--- src/pkg/btss_regs.svh ---
`ifndef BTSS_REGS_SVH
`define BTSS_REGS_SVH
// Opcode nibble of the bit test skip when set instruction
`define BTSS_OPCODE        4'hA
// Field positions inside the 16-bit instruction word
`define BTSS_OP_MSB        15
`define BTSS_OP_LSB        12
`define BTSS_BIT_MSB       11
`define BTSS_BIT_LSB       9
`define BTSS_BANKSEL_BIT   8
`define BTSS_FILE_MSB      7
`define BTSS_FILE_LSB      0
// Highest file operand treated as an indexed literal offset
`define BTSS_INDEX_LIMIT   8'h5F
// Access bank split: low part is bank 0, high part is bank 15
`define BTSS_ACCESS_HI_BANK 4'hF
// Flushed cycles after a skip of a one- and a two-word instruction
`define BTSS_FLUSH_ONE     2'h1
`define BTSS_FLUSH_TWO     2'h2
`endif

--- src/pkg/btss_pkg.sv ---
package btss_pkg;
  // Decoded fields of the test instruction
  typedef struct packed {
    logic [2:0] bit_index;
    logic       bank_sel;
    logic [7:0] file_addr;
  } btss_fields_t;

  // Data memory request toward the register file
  typedef struct packed {
    logic        valid;
    logic        indexed;
    logic [11:0] addr;
    logic [7:0]  offset;
  } btss_mem_req_t;

  // Executor states
  typedef enum logic [1:0] {
    BTSS_IDLE   = 2'b00,
    BTSS_FLUSH1 = 2'b01,
    BTSS_FLUSH2 = 2'b11
  } btss_state_t;
endpackage : btss_pkg

--- src/hw/btss_exec.sv ---
`timescale 1ns/100ps
`include "btss_regs.svh"
// How it works
// RULE1: A one in the tested bit suppresses the next instruction, a zero lets it run.
// RULE2: A skip discards the prefetched word and runs a no-operation, giving two cycles.
// RULE3: Bank select low uses the access bank, high uses the bank select register bank.
// RULE4: Bank select low with the extended set on makes file operands up to 5Fh indexed.
// RULE5: Skipping a two-word instruction costs a further no-operation, three cycles in all.
// RULE6: The instruction is opcode nibble 1010, bit index, bank select and file address.
module btss_exec (
  // Clock and reset
  input  wire logic                  REF_CLK_I,
  input  wire logic                  RESETN_I,
  // Instruction stream, one enable per instruction cycle
  input  wire logic                  CYCLE_EN_I,
  input  wire logic [15:0]           INSTR_I,
  input  wire logic                  NEXT_TWO_WORD_I,
  // Addressing context
  input  wire logic [3:0]            BANK_SELECT_REG_I,
  input  wire logic                  EXT_SET_EN_I,
  // Data memory read path
  output btss_pkg::btss_mem_req_t    MEM_REQ_O,
  input  wire logic [7:0]            MEM_RDATA_I,
  // Pipeline control
  output logic                       HIT_O,
  output logic                       FLUSH_O,
  output logic                       SKIP_DONE_O
);

  btss_pkg::btss_fields_t   fields;
  btss_pkg::btss_mem_req_t  req_next;
  btss_pkg::btss_state_t    state_reg;
  btss_pkg::btss_state_t    state_next;
  logic                     is_test;
  logic                     bit_set;
  logic                     skip_done_reg;
  logic [7:0]               bit_hit;

  // Field split of the incoming word
  assign fields.bit_index = INSTR_I[`BTSS_BIT_MSB:`BTSS_BIT_LSB];
  assign fields.bank_sel  = INSTR_I[`BTSS_BANKSEL_BIT];
  assign fields.file_addr = INSTR_I[`BTSS_FILE_MSB:`BTSS_FILE_LSB];

  // A word in a flush slot is a no-operation, never decoded
  assign is_test = (INSTR_I[`BTSS_OP_MSB:`BTSS_OP_LSB] == `BTSS_OPCODE) // [RULE6]
                   && (state_reg == btss_pkg::BTSS_IDLE);
  assign HIT_O   = is_test;

  // Operand address: indexed, access bank or banked
  always_comb begin
    req_next         = '0;
    req_next.valid   = is_test;
    req_next.offset  = fields.file_addr;
    if (fields.bank_sel) begin
      req_next.addr = {BANK_SELECT_REG_I, fields.file_addr}; // [RULE3]
    end else if (EXT_SET_EN_I && (fields.file_addr <= `BTSS_INDEX_LIMIT)) begin
      req_next.indexed = 1'b1; // [RULE4]
    end else if (fields.file_addr[7]) begin
      req_next.addr = {`BTSS_ACCESS_HI_BANK, fields.file_addr}; // [RULE3]
    end else begin
      req_next.addr = {4'h0, fields.file_addr}; // [RULE3]
    end
  end

  // Request is combinational so the memory answers in the same cycle
  assign MEM_REQ_O = req_next;

  // One match line per bit position, only the indexed one can fire
  for (genvar b = 0; b < 8; b++) begin : g_bit
    assign bit_hit[b] = (fields.bit_index == 3'(b)) && MEM_RDATA_I[b]; // [RULE1]
  end
  assign bit_set   = |bit_hit;

  // Flush sequencing
  always_comb begin
    state_next = state_reg;
    unique case (state_reg)
      btss_pkg::BTSS_IDLE: begin
        if (is_test && bit_set) begin
          state_next = btss_pkg::BTSS_FLUSH1; // [RULE1]
        end
      end
      btss_pkg::BTSS_FLUSH1: begin
        state_next = NEXT_TWO_WORD_I ? btss_pkg::BTSS_FLUSH2 // [RULE5]
                                     : btss_pkg::BTSS_IDLE;  // [RULE2]
      end
      btss_pkg::BTSS_FLUSH2: begin
        state_next = btss_pkg::BTSS_IDLE;
      end
      default: begin
        state_next = btss_pkg::BTSS_IDLE;
      end
    endcase
  end

  // State advances only on instruction cycles
  always_ff @(posedge REF_CLK_I or negedge RESETN_I) begin
    if (!RESETN_I) begin
      state_reg <= btss_pkg::BTSS_IDLE;
    end else if (CYCLE_EN_I) begin
      state_reg <= state_next;
    end
  end

  // Pulse when the last flush cycle ends
  always_ff @(posedge REF_CLK_I or negedge RESETN_I) begin
    if (!RESETN_I) begin
      skip_done_reg <= 1'b0;
    end else begin
      skip_done_reg <= CYCLE_EN_I && (state_reg != btss_pkg::BTSS_IDLE)
                       && (state_next == btss_pkg::BTSS_IDLE);
    end
  end

  // Flush replaces the current word with a no-operation
  assign FLUSH_O     = (state_reg != btss_pkg::BTSS_IDLE); // [RULE2]
  assign SKIP_DONE_O = skip_done_reg;

endmodule : btss_exec

--- config.mk ---
export PLATFORM = sky130hd
export DESIGN_NAME = btss_exec
export DESIGN_NICKNAME = d
export VERILOG_FILES = /design/src/pkg/btss_pkg.sv /design/src/hw/btss_exec.sv
export VERILOG_INCLUDE_DIRS = /design/src /design/src/pkg
export SDC_FILE = /design/constraint.sdc
export NUM_CORES = 1
export LEC_CHECK = 0
export BUFFER_PORTS_ARGS = -buffer_cell sky130_fd_sc_hd__buf_2
export CAP_MARGIN = 5
export CELL_PAD_IN_SITES_DETAIL_PLACEMENT = 0
export CELL_PAD_IN_SITES_GLOBAL_PLACEMENT = 2
export CORE_MARGIN = 4
export CORE_UTILIZATION = 11
export DETAILED_ROUTE_END_ITERATION = 12
export GPL_ROUTABILITY_DRIVEN = 0
export HOLD_SLACK_MARGIN = 0.15
export PLACE_DENSITY = 0.77
export SKIP_LAST_GASP = 1
export SYNTH_ARGS = -nofsm -noshare
export SYNTH_HDL_FRONTEND = slang
export SYNTH_SLANG_ARGS = --single-unit
--- constraint.sdc ---
create_clock -name REF_CLK_I -period 1.4 [get_ports REF_CLK_I]
set_input_delay 0.14 -clock REF_CLK_I [delete_from_list [all_inputs] [get_ports REF_CLK_I]]
set_output_delay 0.14 -clock REF_CLK_I [all_outputs]
set_load 0.05 [all_outputs]
==> run metrics, run 1 <==
outcome=completed; routed vias=532; Syn Inst Count=55; MaxCap Viol Count=0; Post-Syn Nets=88; root buffer cell=clkbuf_4; Final min period=1350 ps; Finished Core Util=0.214; DPL Wire Length=1.26 mm; Synth area leader=dfrtp_1; Worst EP required=1260 ps; vias per cell=~3.5; # nets final=142; max reg flops=2; clk slew on worst S/H paths=40 ps; Final period util=0.967; Final Hold Viols=0; Main synth FF type=dfrtp_1; share of power burned in registers=0.170; WL/cell=8.94 um; most frequent cells after synthesis=buf_4 (9), nand2_1 (9), and2_1 (8); number of synthesized register bits=3; Syn Area/Cell=7.23 um^2; WL final=1.38 mm; largest net degree at the start of global routing=9; initial antenna violation count=0; combinational cell fraction of total power=0.560; Setup Buffers After CTS=0; max-slew violations=0; CTS max path bufs=2; Die Height=68.1 um; Final ANT Viol Nets=0; GR Overflow Total=0; Max IR drop VDD=0.178 mV; Fmax=738 MHz; Net Switching=approximately 260 uW; Leakage Power=0.440 nW; # DRC=0; dpl ws=between 150 and 200 ps; register area share after synthesis=0.189; ratio of cells with drive above 1 in the final layout=0.583; Pwr Total=around 550 uW; Initial Utilization=0.116; number of diodes=0; Critical Path Fanout Max=4; switching share of power=0.469; I/O pin total=58; Yosys cell types=19; Hold WC Path Type=input pin to flip-flop; global-route wire length before repair=approximately 1.8 mm; Sink Count=3; Tot GR Track Use=0.0512; vias in the first global route=460; FFs w/ async S/R, synth=1.00; Clk pwr share=0.270; Final WS setup=45.6 ps; Die W=68.1 um; RSZ-0062 raised after global routing=true; Worst EP arrival=1210 ps; die area=around 4600 um^2; Startpoint Class=flip-flop; Area Growth Syn to Fin=83.6%; Crit. End Element=output pin; worst-skew pair later-pin latency=230 ps; Internal Power=slightly below 300 uW; number of flops mapped to enable cells by yosys=0; post-synth top area share=0.189; initial DRC count=13; Final Setup Violations=0; power per cell area=755 nW/um^2; number of I/O port buffers=57; Fin Clk Skew=2.16 ps; ranking of synthesized cells by area=dfrtp_1 (19%), buf_4 (17%), and2_1 (13%); first-pass detailed-route iteration total=2; row count=21; Core Box Area=3420 um^2; Max-slew headroom=0.828; hold_ws=204 ps; YS warnings=0; worst slew pin tran=260 ps; CTS tree=built; H-tree Lvls=1; Num CTS Buffers=3; post-synthesis cell area=398 um^2; CP Class=flip-flop to output pin
-- per-stage QoR --
| step | cells | setup TNS, ps | area, um^2 |
|---|---|---|---|
| finish | 154 | 0 | 731 |
| global route | 154 | -7.58 | 731 |
| CTS | 154 | -66.2 | 726 |
| detailed placement | 148 | 0 | 679 |
| global placement | 148 | 0 | 679 |
| floorplan | 55 | 0 | 412 |
-- timing repair --
action | CTS | global route
hold endpoints to repair | 4 | 0
cloned | 0 | 0
hold buffers | 2 | 0
resized for setup | 0 | 4
setup endpoints to repair | 2 | 2
pin swaps | 0 | 0
-- placed cells by master, fill, tap and decap left out, drive strengths merged --
cell type,netlist,final
buf,9,57
nand2,9,9
and2,8,8
inv,4,4
mux2i,4,4
nor2,4,4
clkbuf,1,4
dfrtp,3,3
nand3,2,2
nand2b,2,2
dlygate4sd3,0,2
or2,1,1
nand4bb,1,1
a21oi,1,1
mux2,1,1
or3,1,1
a31oi,1,1
a22oi,1,1
a21boi,1,1
a41o,1,1
-- per-layer routing --
metal  vias to the layer above  track usage  wire length [um]
li1                        276            -                 -
met3                         0       0.0213               152
met5                         -            0                 0
met2                        20       0.0975               771
met1                       236       0.0438               452
met4                         0       0.0298                 0
-- power by group through the flow --
stage	combinational, mW	sequential, mW	clock, mW
after floorplan	0.222	0.0984	0
after global placement	0.306	0.0949	0
after detailed placement	0.306	0.0949	0
after CTS	0.311	0.0938	0.160
after global routing	0.328	0.0943	0.164
final	0.309	0.0938	0.149
-- worst max-delay path, cell delays in order (launching register included) --
cell and delay [ps]:
dfrtp_1 400, or2_4 270, nor2_4 100, buf_4 210
-- cell families (layout without fill, tap and decap cells) --
kind of cell           after synthesis  count (layout)  synth area share
DFF                                  3               3             0.189
and+or+nand+nor                     28              28             0.365
muxes                                5               5             0.138
buffers and inverters               14              67             0.217
AOI/OAI and AO/OA                    5               5            0.0912
-- final timing paths --
kind,to,slack (ps),cells past startpoint,start
min in group asynchronous,state_reg[1],250,2,RESETN_I
worst max-delay path,HIT_O,50,3,state_reg[1]
max in group asynchronous,SKIP_DONE_O,1050,2,RESETN_I
worst min-delay path,state_reg[1],200,3,NEXT_TWO_WORD_I
worst min register to register,state_reg[1],520,1,state_reg[1]
worst max register to register,state_reg[0],400,3,state_reg[1]
-- final cells by class --
class                      instances  area [um^2]
sequential                         3         75.1
tap                               46         57.6
timing repair buffer              59          310
clock buffer                       4         26.3
multi-input combinational         38          246
fill                             397         2690
inverter                           4         15.0
(Power assumes the default switching activity.)
==> inputs of run 2 (changes only) <==
--- a/config.mk
+++ b/config.mk
@@ -8,7 +8,7 @@
 export LEC_CHECK = 0
 export BUFFER_PORTS_ARGS = -buffer_cell sky130_fd_sc_hd__buf_2
 export CAP_MARGIN = 5
-export CELL_PAD_IN_SITES_DETAIL_PLACEMENT = 0
+export CELL_PAD_IN_SITES_DETAIL_PLACEMENT = 2
 export CELL_PAD_IN_SITES_GLOBAL_PLACEMENT = 2
 export CORE_MARGIN = 4
 export CORE_UTILIZATION = 11
==> run metrics, run 2 (synthesis results as in run 1) <==
MaxCap Viol Count=0; Area Growth Syn to Fin=92.1%; vias in the first global route=between 600 and 700; vias per cell=3.74; Final Hold Viols=0; Worst EP required=~1300 ps; routed vias=587; Worst EP arrival=between 1000 and 1500 ps; Final ANT Viol Nets=0; commonest non-fill, non-tap cells in the layout=buf_2 (55), nand2_1 (9), and2_1 (8); initial antenna violation count=0; # nets final=145; root buffer cell=clkbuf_4; die area=4640 um^2; Fmax=739 MHz; power per cell area=749 nW/um^2; Critical Path Fanout Max=3; Num CTS Buffers=3; worst-skew pair later-pin latency=240 ps; number of diodes=0; Tot GR Track Use=0.0804; Sink Count=3; worst slew pin tran=approximately 260 ps; H-tree Lvls=1; max-slew violations=0; I/O pin total=58; Die Height=68.1 um; Post-Place Cell Area=between 600 and 700 um^2; DPL Wire Length=1.68 mm; CTS max path bufs=2; startpoint of the worst hold path=NEXT_TWO_WORD_I; Initial Utilization=0.116; ratio of cells with drive above 1 in the final layout=0.595; WL/cell=12.0 um; Final period util=0.967; Crit. Startpoint=state_reg[1]; Max-slew headroom=0.827; RSZ-0062 raised after global routing=true; Core Box Area=3420 um^2; max reg flops=2; global-route wire length before repair=2.68 mm; CTS tree=built; post-route cell area=764 um^2; Hold WC Path Type=input pin to flip-flop; Max IR drop VDD=roughly 0.16 mV; most common cell after layout, fill and taps aside=buf_2; Final Setup Violations=0; first-pass detailed-route iteration total=2; initial DRC count=3; largest net degree at the start of global routing=9; Final min period=1350 ps; CP Class=flip-flop to output pin; Crit. End Element=output pin; GR Overflow Total=0; setup total negative slack=0 ps; number of I/O port buffers=57; Startpoint Class=flip-flop; Fin Clk Skew=between 8 and 9 ps; row count=21; # DRC=0; Die W=68.1 um; Pwr Total=572 uW; WL final=1.88 mm; Leakage Power=0.460 nW; outcome=completed; clk slew on worst S/H paths=40 ps; worst r2r src=state_reg[1]
[run 2: cell count changes in the layout (fill, tap and decap cells not counted)]
| cell | delta |
|---|---|
| buf_6 | +1 |
| buf_4 | +1 |
| buf_8 | +1 |
[run 2: what timing repair did]
action                                  CTS  global route
pin swaps                                 0             2
hold endpoints to repair                  4             0
gates resized for setup                   0             7
hold buffers                              2             0
buffers inserted                          0             3
endpoints found under the setup margin    2             2
[run 2: final timing paths]
| kind | endpoint | slack [ps] | cells past startpoint |
|---|---|---|---|
| max | MEM_REQ_O[21] | 50 | 3 |
| min | state_reg[1] | 200 | 3 |
| max reg2reg | state_reg[0] | 270 | 4 |
| min reg2reg | state_reg[1] | 500 | 1 |
| max in group asynchronous | SKIP_DONE_O | 1050 | 2 |
| min in group asynchronous | state_reg[1] | 240 | 2 |
[run 2: worst max-delay path, stage by stage, from the launching register on]
cell and delay [ps]:
dfrtp_1 400, or2_4 250, nor2_4 150, buf_6 180
[run 2: cell type report]
cell class	count	area [um^2]
sequential	3	75.1
tap	46	57.6
multi-input combinational	38	246
fill	421	2650
clock buffer	4	26.3
inverter	4	15.0
timing repair buffer	62	344
[run 2: metal layers]
layer | vias to the layer above | track usage | wire length, um | part of all wire
met1 | 281 | 0.0712 | 593 | 0.32
met3 | 2 | 0.0230 | 131 | 0.070
met5 | - | 0 | 0 | 0
met4 | 0 | 0.0447 | 9 | 0.0048
li1 | 284 | - | - | -
met2 | 20 | 0.159 | 1140 | 0.61
[run 2: power breakdown]
| part | leakage (nW) | internal (mW) | switching (mW) |
|---|---|---|---|
| combinational | 0.404 | 0.101 | 0.223 |
| clock | 0.0150 | 0.107 | 0.0483 |
| sequential | 0.0414 | 0.0909 | 0.00200 |
| total | 0.460 | 0.299 | 0.273 |
[run 2: per-stage QoR]
step	hold slack, ps	setup WS [ps]	util	cells
finish	205	46.2	0.224	157
global route	220	-9.70	0.224	157
floorplan	-156	5.37	-	55
CTS	207	-52.3	0.212	154
global placement	-59.6	185	0.199	148
detailed placement	-57.6	146	0.199	148
